[src/pkg/cfc_pkg.sv]
// Constants and types shared by the channel function converter
package cfc_pkg;
   // Function code field, low nine bits of the 12-bit code
   localparam int         CODE_W        = 12;
   localparam logic [8:0] CODE_CHAN_ST  = 9'h001;
   localparam logic [8:0] CODE_EQ_ST    = 9'h002;
   localparam logic [8:0] CODE_MCLR     = 9'h003;
   localparam logic [8:0] CODE_CONN     = 9'h004;
   localparam logic [8:0] CODE_FUNC     = 9'h008;
   localparam logic [8:0] CODE_READ     = 9'h010;
   localparam logic [8:0] CODE_WRITE    = 9'h020;
   localparam logic [8:0] CODE_NOBCD_RD = 9'h050;
   localparam logic [8:0] CODE_NOBCD_WR = 9'h060;
   localparam logic [8:0] CODE_CLR      = 9'h080;
   localparam logic [8:0] CODE_CLR_INT  = 9'h100;
   // Leading octal digit matched against the selector
   localparam logic [2:0] BANK_DOWN     = 3'h5;
   localparam logic [2:0] BANK_UP       = 3'h6;
   // Channel status word layout
   localparam int         STAT_W        = 10;
   localparam int         STAT_REJECT   = 0;
   localparam int         STAT_PARITY   = 1;
   localparam int         STAT_EQ_LSB   = 2;
   // Master clear pulse toward the equipment
   localparam int         CLK_NS        = 40;
   localparam int         MCLR_NS       = 1000;
   localparam logic [7:0] MCLR_CYCLES   =
      8'((MCLR_NS + CLK_NS - 1) / CLK_NS);

   typedef enum logic [1:0] {CFC_OUT_IDLE, CFC_OUT_WAIT} cfc_out_e;
   typedef enum logic [1:0] {CFC_IN_NONE, CFC_IN_CHAN, CFC_IN_EQ} cfc_in_e;

   // Signals toward the peripheral equipment
   typedef struct packed {
      logic [12:0] data;      // Bit 12 is the odd parity bit
      logic        connect;
      logic        func;
      logic        read;
      logic        write;
      logic        busy;
      logic        mclr;
      logic        nobcd_rd;
      logic        nobcd_wr;
   } cfc_per_s;

   // Pin inputs as sampled through the synchroniser
   typedef struct packed {
      logic        sel_up;
      logic        func_req;
      logic [11:0] func_code;
      logic        out_ready;
      logic [11:0] out_data;
      logic        in_req;
      logic        reply;
      logic        reject;
      logic        par_err;
      logic [7:0]  eq_int;
      logic [11:0] eq_status;
   } cfc_pin_s;
endpackage : cfc_pkg

[src/verilog/cfc_converter.sv]
// Channel function converter: host code decode and channel signalling
`timescale 1ns/1ps
module cfc_converter (
   input  wire logic                SYS_CLK,
   input  wire logic                RST,
   input  wire logic                SEL_UP,
   input  wire logic                EXT_FUNC_REQ,
   input  wire logic [11:0]         EXT_FUNC_CODE,
   output      logic                EXT_FUNC_DONE,
   input  wire logic                OUT_READY,
   input  wire logic [11:0]         OUT_DATA,
   output      logic                OUT_DONE,
   input  wire logic                ACC_IN_REQ,
   output      logic [11:0]         ACC_IN_DATA,
   output      logic                ACC_IN_DONE,
   input  wire logic                REPLY,
   input  wire logic                REJECT,
   input  wire logic                PAR_ERR,
   input  wire logic [7:0]          EQ_INT,
   input  wire logic [11:0]         EQ_STATUS,
   output      cfc_pkg::cfc_per_s   PER,
   output      logic                INT_30,
   output      logic                INT_40
);
   import cfc_pkg::*;

   cfc_pin_s              pin_a;
   cfc_pin_s              pin_b;
   cfc_pin_s              next_pin_a;

   cfc_out_e              out_st;
   cfc_out_e              next_out_st;
   cfc_in_e               in_sel;
   cfc_in_e               next_in_sel;
   cfc_per_s              next_per;
   logic                  arm_conn;
   logic                  next_arm_conn;
   logic                  arm_func;
   logic                  next_arm_func;
   logic                  rd;
   logic                  next_rd;
   logic                  wr;
   logic                  next_wr;
   logic                  rej;
   logic                  next_rej;
   logic                  perr;
   logic                  next_perr;
   logic [7:0]            mc_cnt;
   logic [7:0]            next_mc_cnt;
   logic                  next_func_done;
   logic                  next_out_done;
   logic                  next_in_done;
   logic [11:0]           next_in_data;
   logic                  next_int_30;
   logic                  next_int_40;

   logic [2:0]            bank;
   logic                  take;
   logic [8:0]            low;
   logic [STAT_W-1:0]     status;
   logic                  clr_all;
   logic                  int_any;

   // Host and equipment pins are asynchronous; two stages before use
   always_comb begin
      next_pin_a = '{sel_up: SEL_UP, func_req: EXT_FUNC_REQ,
                     func_code: EXT_FUNC_CODE, out_ready: OUT_READY,
                     out_data: OUT_DATA, in_req: ACC_IN_REQ,
                     reply: REPLY, reject: REJECT, par_err: PAR_ERR,
                     eq_int: EQ_INT, eq_status: EQ_STATUS};
   end

   always_ff @(posedge SYS_CLK or posedge RST) begin
      if (RST) begin
         pin_a <= '0;
         pin_b <= '0;
      end else begin
         pin_a <= next_pin_a;
         pin_b <= pin_a;
      end
   end

   assign bank = pin_b.sel_up ? BANK_UP : BANK_DOWN;
   assign take = pin_b.func_req && !EXT_FUNC_DONE
                 && (pin_b.func_code[11:9] == bank);
   assign low  = pin_b.func_code[8:0];
   assign status = {pin_b.eq_int, perr, rej};
   assign int_any = |status;

   always_comb begin
      next_out_st    = out_st;
      next_in_sel    = in_sel;
      next_arm_conn  = arm_conn;
      next_arm_func  = arm_func;
      next_rd        = rd;
      next_wr        = wr;
      next_rej       = rej;
      next_perr      = perr;
      next_mc_cnt    = (mc_cnt != 8'h00) ? mc_cnt - 8'h01 : 8'h00;
      next_per       = PER;
      next_func_done = EXT_FUNC_DONE && pin_b.func_req;
      next_out_done  = OUT_DONE && pin_b.out_ready;
      next_in_done   = ACC_IN_DONE && pin_b.in_req;
      next_in_data   = ACC_IN_DATA;
      clr_all        = 1'b0;
      if (take) begin
         next_func_done = 1'b1;
         case (low)
            CODE_CHAN_ST: next_in_sel = CFC_IN_CHAN;
            CODE_EQ_ST:   next_in_sel = CFC_IN_EQ;
            CODE_MCLR: begin
               clr_all            = 1'b1;
               next_mc_cnt        = MCLR_CYCLES;
               next_per.nobcd_rd  = 1'b0;
               next_per.nobcd_wr  = 1'b0;
               next_rej           = 1'b0;
               next_perr          = 1'b0;
            end
            CODE_CONN:     next_arm_conn = 1'b1;
            CODE_FUNC:     next_arm_func = 1'b1;
            CODE_READ:     next_rd = 1'b1;
            CODE_WRITE:    next_wr = 1'b1;
            CODE_NOBCD_RD: next_per.nobcd_rd = 1'b1;
            CODE_NOBCD_WR: next_per.nobcd_wr = 1'b1;
            CODE_CLR:      clr_all = 1'b1;
            CODE_CLR_INT: begin
               clr_all   = 1'b1;
               next_rej  = 1'b0;
               next_perr = 1'b0;
            end
            // Unlisted codes complete and do nothing
            default: ;
         endcase
      end
      if (clr_all) begin
         next_arm_conn = 1'b0;
         next_arm_func = 1'b0;
         next_rd       = 1'b0;
         next_wr       = 1'b0;
         next_in_sel   = CFC_IN_NONE;
         next_out_st   = CFC_OUT_IDLE;
         next_per.connect = 1'b0;
         next_per.func    = 1'b0;
      end
      case (out_st)
         CFC_OUT_IDLE: begin
            if (pin_b.out_ready && !OUT_DONE && !clr_all) begin
               if (arm_conn || arm_func) begin
                  next_per.data    = {~^pin_b.out_data, pin_b.out_data};
                  next_per.connect = arm_conn;
                  next_per.func    = arm_func && !arm_conn;
                  next_arm_conn    = 1'b0;
                  next_arm_func    = arm_func && arm_conn;
                  next_out_st      = CFC_OUT_WAIT;
               end else if (wr) begin
                  next_per.data = {~^pin_b.out_data, pin_b.out_data};
                  next_out_done = 1'b1;
               end
            end
         end
         CFC_OUT_WAIT: begin
            if ((pin_b.reply || pin_b.reject) && !clr_all) begin
               next_per.connect = 1'b0;
               next_per.func    = 1'b0;
               next_out_done    = 1'b1;
               next_out_st      = CFC_OUT_IDLE;
            end
         end
         default: next_out_st = CFC_OUT_IDLE;
      endcase
      // reject recorded, set wins over clear
      if (out_st == CFC_OUT_WAIT && pin_b.reject) begin
         next_rej = 1'b1;
      end
      if (pin_b.par_err) begin
         next_perr = 1'b1;
      end
      // ten channel status bits or twelve equipment status bits on host input
      if (pin_b.in_req && !ACC_IN_DONE) begin
         next_in_done = 1'b1;
         case (in_sel)
            CFC_IN_CHAN: next_in_data = {2'h0, status};
            CFC_IN_EQ:   next_in_data = pin_b.eq_status;
            default:     next_in_data = 12'h000;
         endcase
      end
      // busy with read or write held
      next_per.read  = next_rd;
      next_per.write = next_wr;
      next_per.busy  = next_rd || next_wr;
      next_per.mclr  = (next_mc_cnt != 8'h00);
      next_int_30 = int_any && !pin_b.sel_up;
      next_int_40 = int_any && pin_b.sel_up;
   end

   always_ff @(posedge SYS_CLK or posedge RST) begin
      if (RST) begin
         out_st        <= CFC_OUT_IDLE;
         in_sel        <= CFC_IN_NONE;
         arm_conn      <= 1'b0;
         arm_func      <= 1'b0;
         rd            <= 1'b0;
         wr            <= 1'b0;
         rej           <= 1'b0;
         perr          <= 1'b0;
         mc_cnt        <= 8'h00;
         PER           <= '0;
         EXT_FUNC_DONE <= 1'b0;
         OUT_DONE      <= 1'b0;
         ACC_IN_DONE   <= 1'b0;
         ACC_IN_DATA   <= 12'h000;
         INT_30        <= 1'b0;
         INT_40        <= 1'b0;
      end else begin
         out_st        <= next_out_st;
         in_sel        <= next_in_sel;
         arm_conn      <= next_arm_conn;
         arm_func      <= next_arm_func;
         rd            <= next_rd;
         wr            <= next_wr;
         rej           <= next_rej;
         perr          <= next_perr;
         mc_cnt        <= next_mc_cnt;
         PER           <= next_per;
         EXT_FUNC_DONE <= next_func_done;
         OUT_DONE      <= next_out_done;
         ACC_IN_DONE   <= next_in_done;
         ACC_IN_DATA   <= next_in_data;
         INT_30        <= next_int_30;
         INT_40        <= next_int_40;
      end
   end
endmodule : cfc_converter

[config.mk]
export PLATFORM = sky130hd
export DESIGN_NAME = cfc_converter
export DESIGN_NICKNAME = d
export VERILOG_FILES = /design/src/pkg/cfc_pkg.sv /design/src/verilog/cfc_converter.sv
export SDC_FILE = /design/constraint.sdc
export NUM_CORES = 1
export LEC_CHECK = 0
export BUFFER_PORTS_ARGS = -buffer_cell sky130_fd_sc_hd__buf_2
export CORE_ASPECT_RATIO = 1.4
export CORE_UTILIZATION = 50
export CTS_CLUSTER_SIZE = 14
export DETAILED_ROUTE_END_ITERATION = 10
export HOLD_SLACK_MARGIN = 0.1
export PLACE_DENSITY = 0.74
export SYNTH_ARGS = -nofsm -noshare
export SYNTH_HDL_FRONTEND = slang
export SYNTH_SLANG_ARGS = --single-unit
[constraint.sdc]
create_clock -name SYS_CLK -period 6.2 [get_ports SYS_CLK]
set_input_delay 0.62 -clock SYS_CLK [delete_from_list [all_inputs] [get_ports SYS_CLK]]
set_output_delay 0.62 -clock SYS_CLK [all_outputs]
set_load 0.02 [all_outputs]
Word level (Yosys, flattened, before mapping)

Cells that the tools add are included.

Eq/ne operators: 15
Reduce and logical (&&, ||, !) cells: 45
Add/subtract/negate cells: 1
Muxes and demuxes: 53

Operator list:

| kind                                                 | count |
|---|---|
| two-way mux 1 bit                                    | 30 |
| two-way mux 13 bit                                   | 2 |
| two-way mux 8 bit                                    | 3 |
| case mux 12 bit (2 select lines)                     | 1 |
| two-way mux 2 bit                                    | 11 |
| equality test 9 x 2 -> 1 bit (second input constant) | 2 |
| equality test 9 x 7 -> 1 bit (second input constant) | 2 |
| nonzero test 2 bit                                   | 8 |
| nonzero test 8 bit                                   | 2 |
| logical AND 1 bit                                    | 14 |
| case mux 2 bit (2 select lines)                      | 3 |
| XNOR reduction 12 bit                                | 1 |
| AND reduction 2 bit                                  | 5 |
| OR reduction 10 bit                                  | 1 |
| equality test 9 x 1 -> 1 bit (second input constant) | 1 |
| equality test 9 x 3 -> 1 bit (second input constant) | 1 |
| equality test 9 x 4 -> 1 bit (second input constant) | 1 |
| equality test 9 x 5 -> 1 bit (second input constant) | 1 |
| equality test 9 x 6 -> 1 bit (second input constant) | 1 |
| equality test 9 x 8 -> 1 bit (second input constant) | 1 |
| equality test 9 bit (second input constant)          | 1 |
| subtractor 8 x 1 -> 8 bit (second input constant)    | 1 |
| logical NOT 1 bit                                    | 6 |
| case mux 1 bit (2 select lines)                      | 3 |
| other kinds (9)                                      | 12 |

Input bits: 53
Register bits: 156
Output and inout port bits: 38
Logic and storage cells: 158

Longest topological paths before layout

Gate-level depths: netlist of run 1.

Word-level depth: 8
Depth in mapped cells: 7
Gate-level depth less buffers: 6

Least setup slack after synthesis of run 1

No wires, ideal clock.

Path kind: flip-flop to flip-flop
Start point: register OUT_DONE
End point: register PER[17] (netlist name)
Setup slack: 4.047 ns
Arrival time: 2.028 ns
Stages on the path, launching flop included: 7
Path buffers: 2
Clock period less this slack: 2.153 ns
Data required time: 6.075 ns
Path through: dfrtp_1 > and2b_1 > nor3b_1 > or3b_1 > buf_2 > buf_6 > mux2_4

Word-level cells in the longest chain between the ends: 4

RTL lines:

| what                           | line                 | RTL |
|---|---|---|
| start, declared                | cfc_converter.sv:12  | `output logic OUT_DONE,` |
| start signal, assigned         | cfc_converter.sv:226 | `OUT_DONE <= next_out_done;` |
| logical NOT 1 bit              | cfc_converter.sv:147 | `if (pin_b.out_ready && !OUT_DONE && !clr_all) begin` |
| logical AND 1 bit (2 in a row) | cfc_converter.sv:147 |  |
| AND reduction 3 bit (no line)  | --                   |  |
| end signal, assigned           | cfc_converter.sv:224 | `PER <= next_per;` |
| end, declared                  | cfc_converter.sv:21  | `output cfc_pkg::cfc_per_s PER,` |

No other way between the ends.
A chain may end at the register's enable or synchronous reset.

Worst setup path after layout of run 1

Start point: register pin_b[50] (netlist name)
End point: register PER[12] (netlist name)

Word-level cells in the longest chain between the ends: 7

RTL lines:

| what                          | line                 | RTL |
|---|---|---|
| start, declared               | cfc_converter.sv:28  | `cfc_pin_s pin_b;` |
| start signal, assigned        | cfc_converter.sv:79  | `pin_b <= pin_a;` |
| two-way mux 2 bit             | cfc_converter.sv:83  | `assign bank = pin_b.sel_up ? BANK_UP : BANK_DOWN;` |
| equality test 3 bit           | cfc_converter.sv:85  | `&& (pin_b.func_code[11:9] == bank);` |
| logical AND 1 bit             | cfc_converter.sv:85  |  |
| two-way mux 1 bit             | cfc_converter.sv:106 | `if (take) begin` |
| logical NOT 1 bit             | cfc_converter.sv:147 |  |
| logical AND 1 bit             | cfc_converter.sv:147 |  |
| AND reduction 3 bit (no line) | --                   |  |

No other way between the ends.

==> results of run 1 <==
## report_power, final
part | switching [mW] | internal, mW | leakage, nW
Combinational | 0.102 | 0.0822 | 0.812
Clock | 0.387 | 0.617 | 0.283
Sequential | 0.0523 | 1.09 | 1.90
Total | 0.541 | 1.79 | 2.99
## logic make-up after synthesis
group                      after synthesis  synth area share, %
DFF                                    156                 75.7
and+or+nand+nor                         87                 8.66
AOI/OAI and AO/OA                       58                 7.69
buffers and inverters                   19                 1.70
xor gates and xnor gates                15                 2.55
muxes                                   13                 2.91
adders and majority gates                3                0.728
other                                    1               0.0727
## layer usage
metal | vias to the layer above | wire [um] | global-route usage [%]
met5 | - | 0 | 0
met4 | 0 | 311 | 10.7
met3 | 22 | 469 | 6.57
met2 | 99 | 4390 | 29.5
met1 | 1504 | 3510 | 20.7
li1 | 1411 | - | -
## cells in the final DEF (no fill, tap or decap), types with 3 or more instances in the layout
master	instances
a21oi_1	7
a22oi_1	11
a31oi_1	4
a41oi_1	3
buf_2	90
clkbuf_16	17
clkinvlp_4	3
dfrtp_1	156
ha_1	3
inv_1	8
inv_6	4
mux2_2	12
nand2_1	29
nor2_1	18
nor2b_1	3
nor3_1	12
nor3b_1	5
nor4_1	3
nor4b_1	3
o21ai_0	17
xnor2_1	14
## how the worst max path moves through the flow
stage	slack, ns	endpoint	cells past startpoint	from
2_1_floorplan	1.37	ACC_IN_DATA[0]$_DFFE_PP0P_	1	RST
3_3_place_gp	3.54	PER[15]$_DFFE_PP0P_	5	pin_b[50]$_DFF_PP0_
3_5_place_dp	3.43	PER[16]$_DFFE_PP0P_	5	pin_b[50]$_DFF_PP0_
4_1_cts	3.41	PER[12]$_DFFE_PP0P_	5	pin_b[50]$_DFF_PP0_
5_1_grt	3.31	PER[12]$_DFFE_PP0P_	5	pin_b[50]$_DFF_PP0_
6_report	3.46	PER[12]$_DFFE_PP0P_	5	pin_b[50]$_DFF_PP0_
## stage by stage
step | utilization (%) | hold WS (ns) | area (um^2) | cells | total power, mW
2_1_floorplan | - | 0.331 | 5160 | 352 | 1.28
5_1_grt | 63.6 | 0.286 | 6330 | 600 | 2.44
3_3_place_gp | 57.6 | 0.333 | 5740 | 568 | 1.33
6_report | 63.6 | 0.289 | 6330 | 600 | 2.33
4_1_cts | 63.6 | 0.290 | 6330 | 600 | 2.36
3_5_place_dp | 57.6 | 0.335 | 5740 | 568 | 1.35
## state kept, by name, indices dropped and copies added, names as in the netlist, 2 cells and up
| name | count |
|---|---|
| ACC_IN_DATA | 12 |
| PER | 19 |
| in_sel | 2 |
| low | 9 |
| mc_cnt | 8 |
| out_st | 2 |
| pin_a | 51 |
| pin_b | 42 |
## cells in the mapped netlist (3+ instances only)
| library cell | count | share of area, % |
|---|---|---|
| nor3b_1 | 5 | 0.73 |
| xnor2_1 | 14 | 2.4 |
| nor4_1 | 3 | 0.36 |
| inv_1 | 9 | 0.65 |
| dfrtp_1 | 156 | 76 |
| ha_1 | 3 | 0.73 |
| a21oi_1 | 7 | 0.68 |
| a22oi_1 | 11 | 1.6 |
| nor3_1 | 12 | 1.2 |
| a31oi_1 | 4 | 0.49 |
| nor2_1 | 18 | 1.3 |
| nor2b_1 | 3 | 0.36 |
| o21ai_0 | 17 | 1.6 |
| clkbuf_1 | 5 | 0.36 |
| nand2_1 | 29 | 2.1 |
| a41oi_1 | 3 | 0.51 |
| nor4b_1 | 3 | 0.51 |
| mux2_2 | 12 | 2.6 |
## cell type report
cell class                      instances  area [um^2]  area share [%]
Sequential cell                       156         3900            61.7
Clock buffer                           20          457            7.22
Tap cell                              135          169            2.67
Inverter                                9         38.8           0.613
Multi-Input combinational cell        177         1170            18.4
Timing Repair Buffer                   91          458            7.24
Clock inverter                         12          136            2.16
## critical path, delay by kind of cell (launching register included)
kind / cells / cell delay (ns)
multiplexers: 1 / 0.41
flip-flops: 1 / 0.41
AND/OR/NAND/NOR: 2 / 1.01
AO/OA/AOI/OAI: 2 / 0.80
==> impl_metrics.py, run 1 <==
metrics = {
    "min_path": {
        "hold_class": "primary input to asynchronous set/reset pin",
    },
    "worst_setup_path": {
        "crit_chain": "or3b_4 > a211o_4 > a21oi_2 > or3b_1 > mux2_2",
        "r2r_cells": 5,
        "reg2reg_from": "pin_b[50]$_DFF_PP0_",
        "regToRegSetupSlack_ns": 3.46,
        "slowest_stage": "or3b_1",
        "worstPathMaxFanout": 13,
        "cp-end-kind": "register",
        "required_ns": 6.49,
        "r2r-end": "PER[12]$_DFFE_PP0P_",
        "worstSetupPathType": "register to register",
        "cp_slowest_stage_delay_ns": 0.59,
        "worst_setup_path_start_kind": "register",
        "crit_arrival_ns": 3.03,
    },
    "global_routing": {
        "grtUsageTotal_pct": 18.3,
        "grt_max_degree": 90,
        "grt_pass1_vias": 3066,
        "grt_overflow": 0,
        "grt_pass1_wl_um": 14200,
        "antenna_found_initial": 0,
    },
    "clocking": {
        "cts.sinks": 156,
        "hold_buffers": 0,
        "cts_resized": 0,
        "cts_buffer_depth": 2,
        "clock_latency_ns": 0.41,
        "cts_tree": "yes",
        "postCtsSetupBuffers": 0,
        "cts_max_level": 4,
        "cts_root_buffer": "clkbuf_16",
        "cts_buffers": 17,
        "path_clk_slew_ns": 0.06,
    },
    "sta": {
        "min_period_ns": 2.74,
        "maxSlewHeadroom_pct": 30.9,
        "period_share_pct": 44.2,
        "rsz0062_at_grt": "false",
        "fin_setup_tns_ns": 0,
        "skew_ns": 0.0132,
        "hold_viol": 0,
        "tightest_slew_ns": 1.04,
        "slew_violations": 0,
        "max_clock_freq_mhz": 365,
        "setup_viol": 0,
        "worst_slack_ns": 3.46,
    },
    "route": {
        "via_per_inst": 5.06,
        "wl_um": 8680,
        "drc_errors": 0,
        "drtIter0Drc": 123,
        "ant_nets": 0,
        "first_pass_iters": 4,
        "vias": 3036,
        "avgRoutedWirePerCell_um": 14.5,
    },
    "synthesis": {
        "yosys_most_used_dff": "dfrtp_1",
        "seq_area_frac_synth_pct": 75.7,
        "ys_ff_latch": 156,
        "avgSynthCellArea_um2": 14.7,
        "synth_edf_count": 0,
        "synth_fp_nets": 408,
        "syn_inst": 352,
        "synth_area_um2": 5160,
        "async_flop_share_pct": 100,
        "ys.warnings.count": 0,
        "synth.distinct_cells": 49,
    },
    "placement": {
        "portBuffers": 90,
        "preCtsSetupSlack_ns": 3.43,
        "hpwl_um": 5880,
        "globalplace.congestion": 0.824,
    },
    "floorplan": {
        "die-area_um2": 10700,
        "core.rowCount": 43,
        "core_um2": 9950,
        "start_util_pct": 51.8,
        "boundaryPins": 91,
        "dieWidth_um": 87.8,
        "die_h_um": 122,
    },
    "final_layout": {
        "fill_cells": 729,
        "syn_to_final_growth_pct": 22.7,
        "drive_gt1_share_pct": 30.8,
        "diodes": 0,
        "fin_nets": 508,
    },
    "power": {
        "p_leak_nw": 2.99,
        "irDropWorstVdd_mv": 0.353,
        "powerDensity_nw_per_um2": 368,
    },
    "status": {
        "outcome": "complete, no violations",
    },
    "job": {
        "maxCapViolCount": 0,
    },
}
(Power assumes the default switching activity.)
==> run 2: changes to the inputs <==
ABC_AREA = 1   (was unset)
PLACE_DENSITY = 0.76   (was 0.74)
clock period = 2.35 ns   (was 6.2 ns; I/O delays follow)
==> impl_metrics.py, run 2 <==
metrics = {
    "status": {
        "outcome": "complete, no violations",
    },
    "clocking": {
        "cts_root_buffer": "clkbuf_16",
        "cts_tree": "yes",
        "cts_buffer_depth": 2,
        "cts_max_level": 4,
        "cts_buffers": 17,
        "postCtsSetupBuffers": 0,
        "cts.sinks": 156,
        "path_clk_slew_ns": 0.06,
        "cts_resized": 0,
        "clock_latency_ns": 0.42,
        "hold_buffers": 52,
    },
    "final_layout": {
        "layout_common_cells": "156 x dfrtp_1, 94 x nand2_1, 90 x buf_2",
        "stdcell_count": 769,
        "fin_nets": 674,
        "syn_to_final_growth_pct": 30.6,
        "largest_register": "pin_a",
        "top_regs": "pin_a x51, pin_b x42, PER x19",
        "largest_reg_flops": 51,
        "utilization_pct": 68.0,
        "layout_commonest_cell": "dfrtp_1",
        "drive_gt1_share_pct": 23.6,
        "diodes": 0,
        "stdcell_area_um2": 7110,
    },
    "synthesis": {
        "synthTopCellsByArea": "dfrtp_1 72%, nand2_1 6.5%, inv_1 3.4%",
        "synth_area_um2": 5450,
        "async_flop_share_pct": 100,
        "synth_fp_nets": 522,
        "ys_ff_latch": 156,
        "synth_top_area_share_pct": 71.7,
        "yosysTopAreaCell": "dfrtp_1",
        "ys.warnings.count": 0,
        "synth_edf_count": 0,
        "avgSynthCellArea_um2": 11.7,
        "synth_common_cells": "156 x dfrtp_1, 94 x nand2_1, 49 x inv_1",
        "synth.distinct_cells": 34,
        "syn_inst": 466,
        "synth.most_common_cell": "dfrtp_1",
        "yosys_most_used_dff": "dfrtp_1",
        "seq_area_frac_synth_pct": 71.7,
    },
    "global_routing": {
        "antenna_found_initial": 0,
        "grtUsageTotal_pct": 20.0,
        "grt_pass1_vias": 3768,
        "grt_overflow": 0,
        "grt_pass1_wl_um": 17600,
        "grt_max_degree": 157,
    },
    "worst_setup_path": {
        "regToRegSetupSlack_ns": 0.53,
        "crit_arrival_ns": 2.16,
        "cp-end-kind": "register",
        "r2r_cells": 10,
        "worstPathMaxFanout": 13,
        "worst_setup_path_start_kind": "register",
        "worstSetupStartpoint": "low[1]$_DFF_PP0_",
        "required_ns": 2.70,
        "worstSetupPathType": "register to register",
        "crit_end": "PER[17]$_DFFE_PP0P_",
        "r2r-end": "PER[17]$_DFFE_PP0P_",
        "reg2reg_from": "low[1]$_DFF_PP0_",
    },
    "floorplan": {
        "dieWidth_um": 90.2,
        "die_h_um": 125,
        "core.rowCount": 44,
        "start_util_pct": 52.1,
        "boundaryPins": 91,
        "die-area_um2": 11300,
        "core_um2": 10500,
    },
    "route": {
        "drc_errors": 0,
        "avgRoutedWirePerCell_um": 13.5,
        "drtIter0Drc": 170,
        "vias": 3714,
        "ant_nets": 0,
        "first_pass_iters": 6,
        "wl_um": 10400,
        "via_per_inst": 4.83,
    },
    "sta": {
        "setup_viol": 0,
        "max_clock_freq_mhz": 551,
        "hold_viol": 0,
        "tightest_slew_ns": 0.807,
        "period_share_pct": 77.3,
        "min_period_ns": 1.82,
        "maxSlewHeadroom_pct": 46.2,
        "slew_violations": 0,
        "rsz0062_at_grt": "false",
        "fin_setup_tns_ns": 0,
        "skew_ns": 0.00942,
    },
    "placement": {
        "place_area_um2": 6030,
        "place_inst": 685,
        "globalplace.congestion": 0.916,
        "portBuffers": 90,
        "hpwl_um": 6580,
    },
    "power": {
        "powerDensity_nw_per_um2": 876,
        "total_power_mw": 6.23,
        "p_leak_nw": 3.69,
        "irDropWorstVdd_mv": 0.531,
    },
    "job": {
        "maxCapViolCount": 0,
    },
    "min_path": {
        "hold_class": "register to register",
    },
}
-- run 2: stage by stage --
step / worst slack, ns / hold WS, ns
after detailed placement: 0.569 / 0.335
after CTS: 0.544 / 0.348
after global routing: 0.357 / 0.351
final: 0.534 / 0.347
after global placement: 0.708 / 0.332
after floorplan: 0.142 / 0.266
-- run 2: worst max-delay path: stages (launching register included) --
cell and delay, ns:
dfrtp_1 0.38, inv_1 0.07, nand2_1 0.13, nor2_1 0.11
nand2_2 0.09, nand3_2 0.07, nand2_2 0.19, nand2_4 0.11
nor3_4 0.39, nand2_1 0.11, nand2_1 0.09
-- run 2: final cells by class --
class,instances,area (um^2)
clock inverter,14,125
clock buffer,18,439
timing repair buffer,143,991
fill,745,3350
sequential,156,3900
tap,138,173
multi-input combinational,246,1270
inverter,54,206
-- run 2: worst min path at each step --
stage                   startpoint             endpoint  slack [ns]  cells after the start
4_1_cts        pin_a[38]$_DFF_PP0_     low[1]$_DFF_PP0_        0.35                      0
2_1_floorplan         EQ_STATUS[0]   pin_a[0]$_DFF_PP0_        0.27                      0
6_report       pin_a[38]$_DFF_PP0_     low[1]$_DFF_PP0_        0.35                      0
3_3_place_gp   pin_a[24]$_DFF_PP0_  pin_b[24]$_DFF_PP0_        0.33                      0
3_5_place_dp   pin_a[38]$_DFF_PP0_     low[1]$_DFF_PP0_        0.33                      0
5_1_grt        pin_a[12]$_DFF_PP0_  pin_b[12]$_DFF_PP0_        0.35                      0
-- run 2: power by group --
group          leakage (nW)  total, mW  switching, mW  internal [mW]
sequential             1.91       2.98          0.105           2.87
clock                 0.278       2.57           1.14           1.42
combinational          1.50      0.685          0.398          0.287
total                  3.69       6.23           1.64           4.58
-- run 2: cells by family after synthesis --
| group | count (synthesis) | synth area share (%) |
|---|---|---|
| buf+inv | 64 | 4.89 |
| other cells | 1 | 0.0689 |
| compound gates | 42 | 4.60 |
| simple gates | 189 | 16.3 |
| fa+ha+maj | 3 | 0.689 |
| flops | 156 | 71.7 |
| xor+xnor | 11 | 1.77 |
-- run 2: per-layer routing --
layer	wire (um)	GRT usage, %	vias up
met5	0	0	-
met4	236	8.16	0
met3	421	5.47	24
met2	5420	34.7	117
met1	4330	23.5	1786
li1	-	-	1787
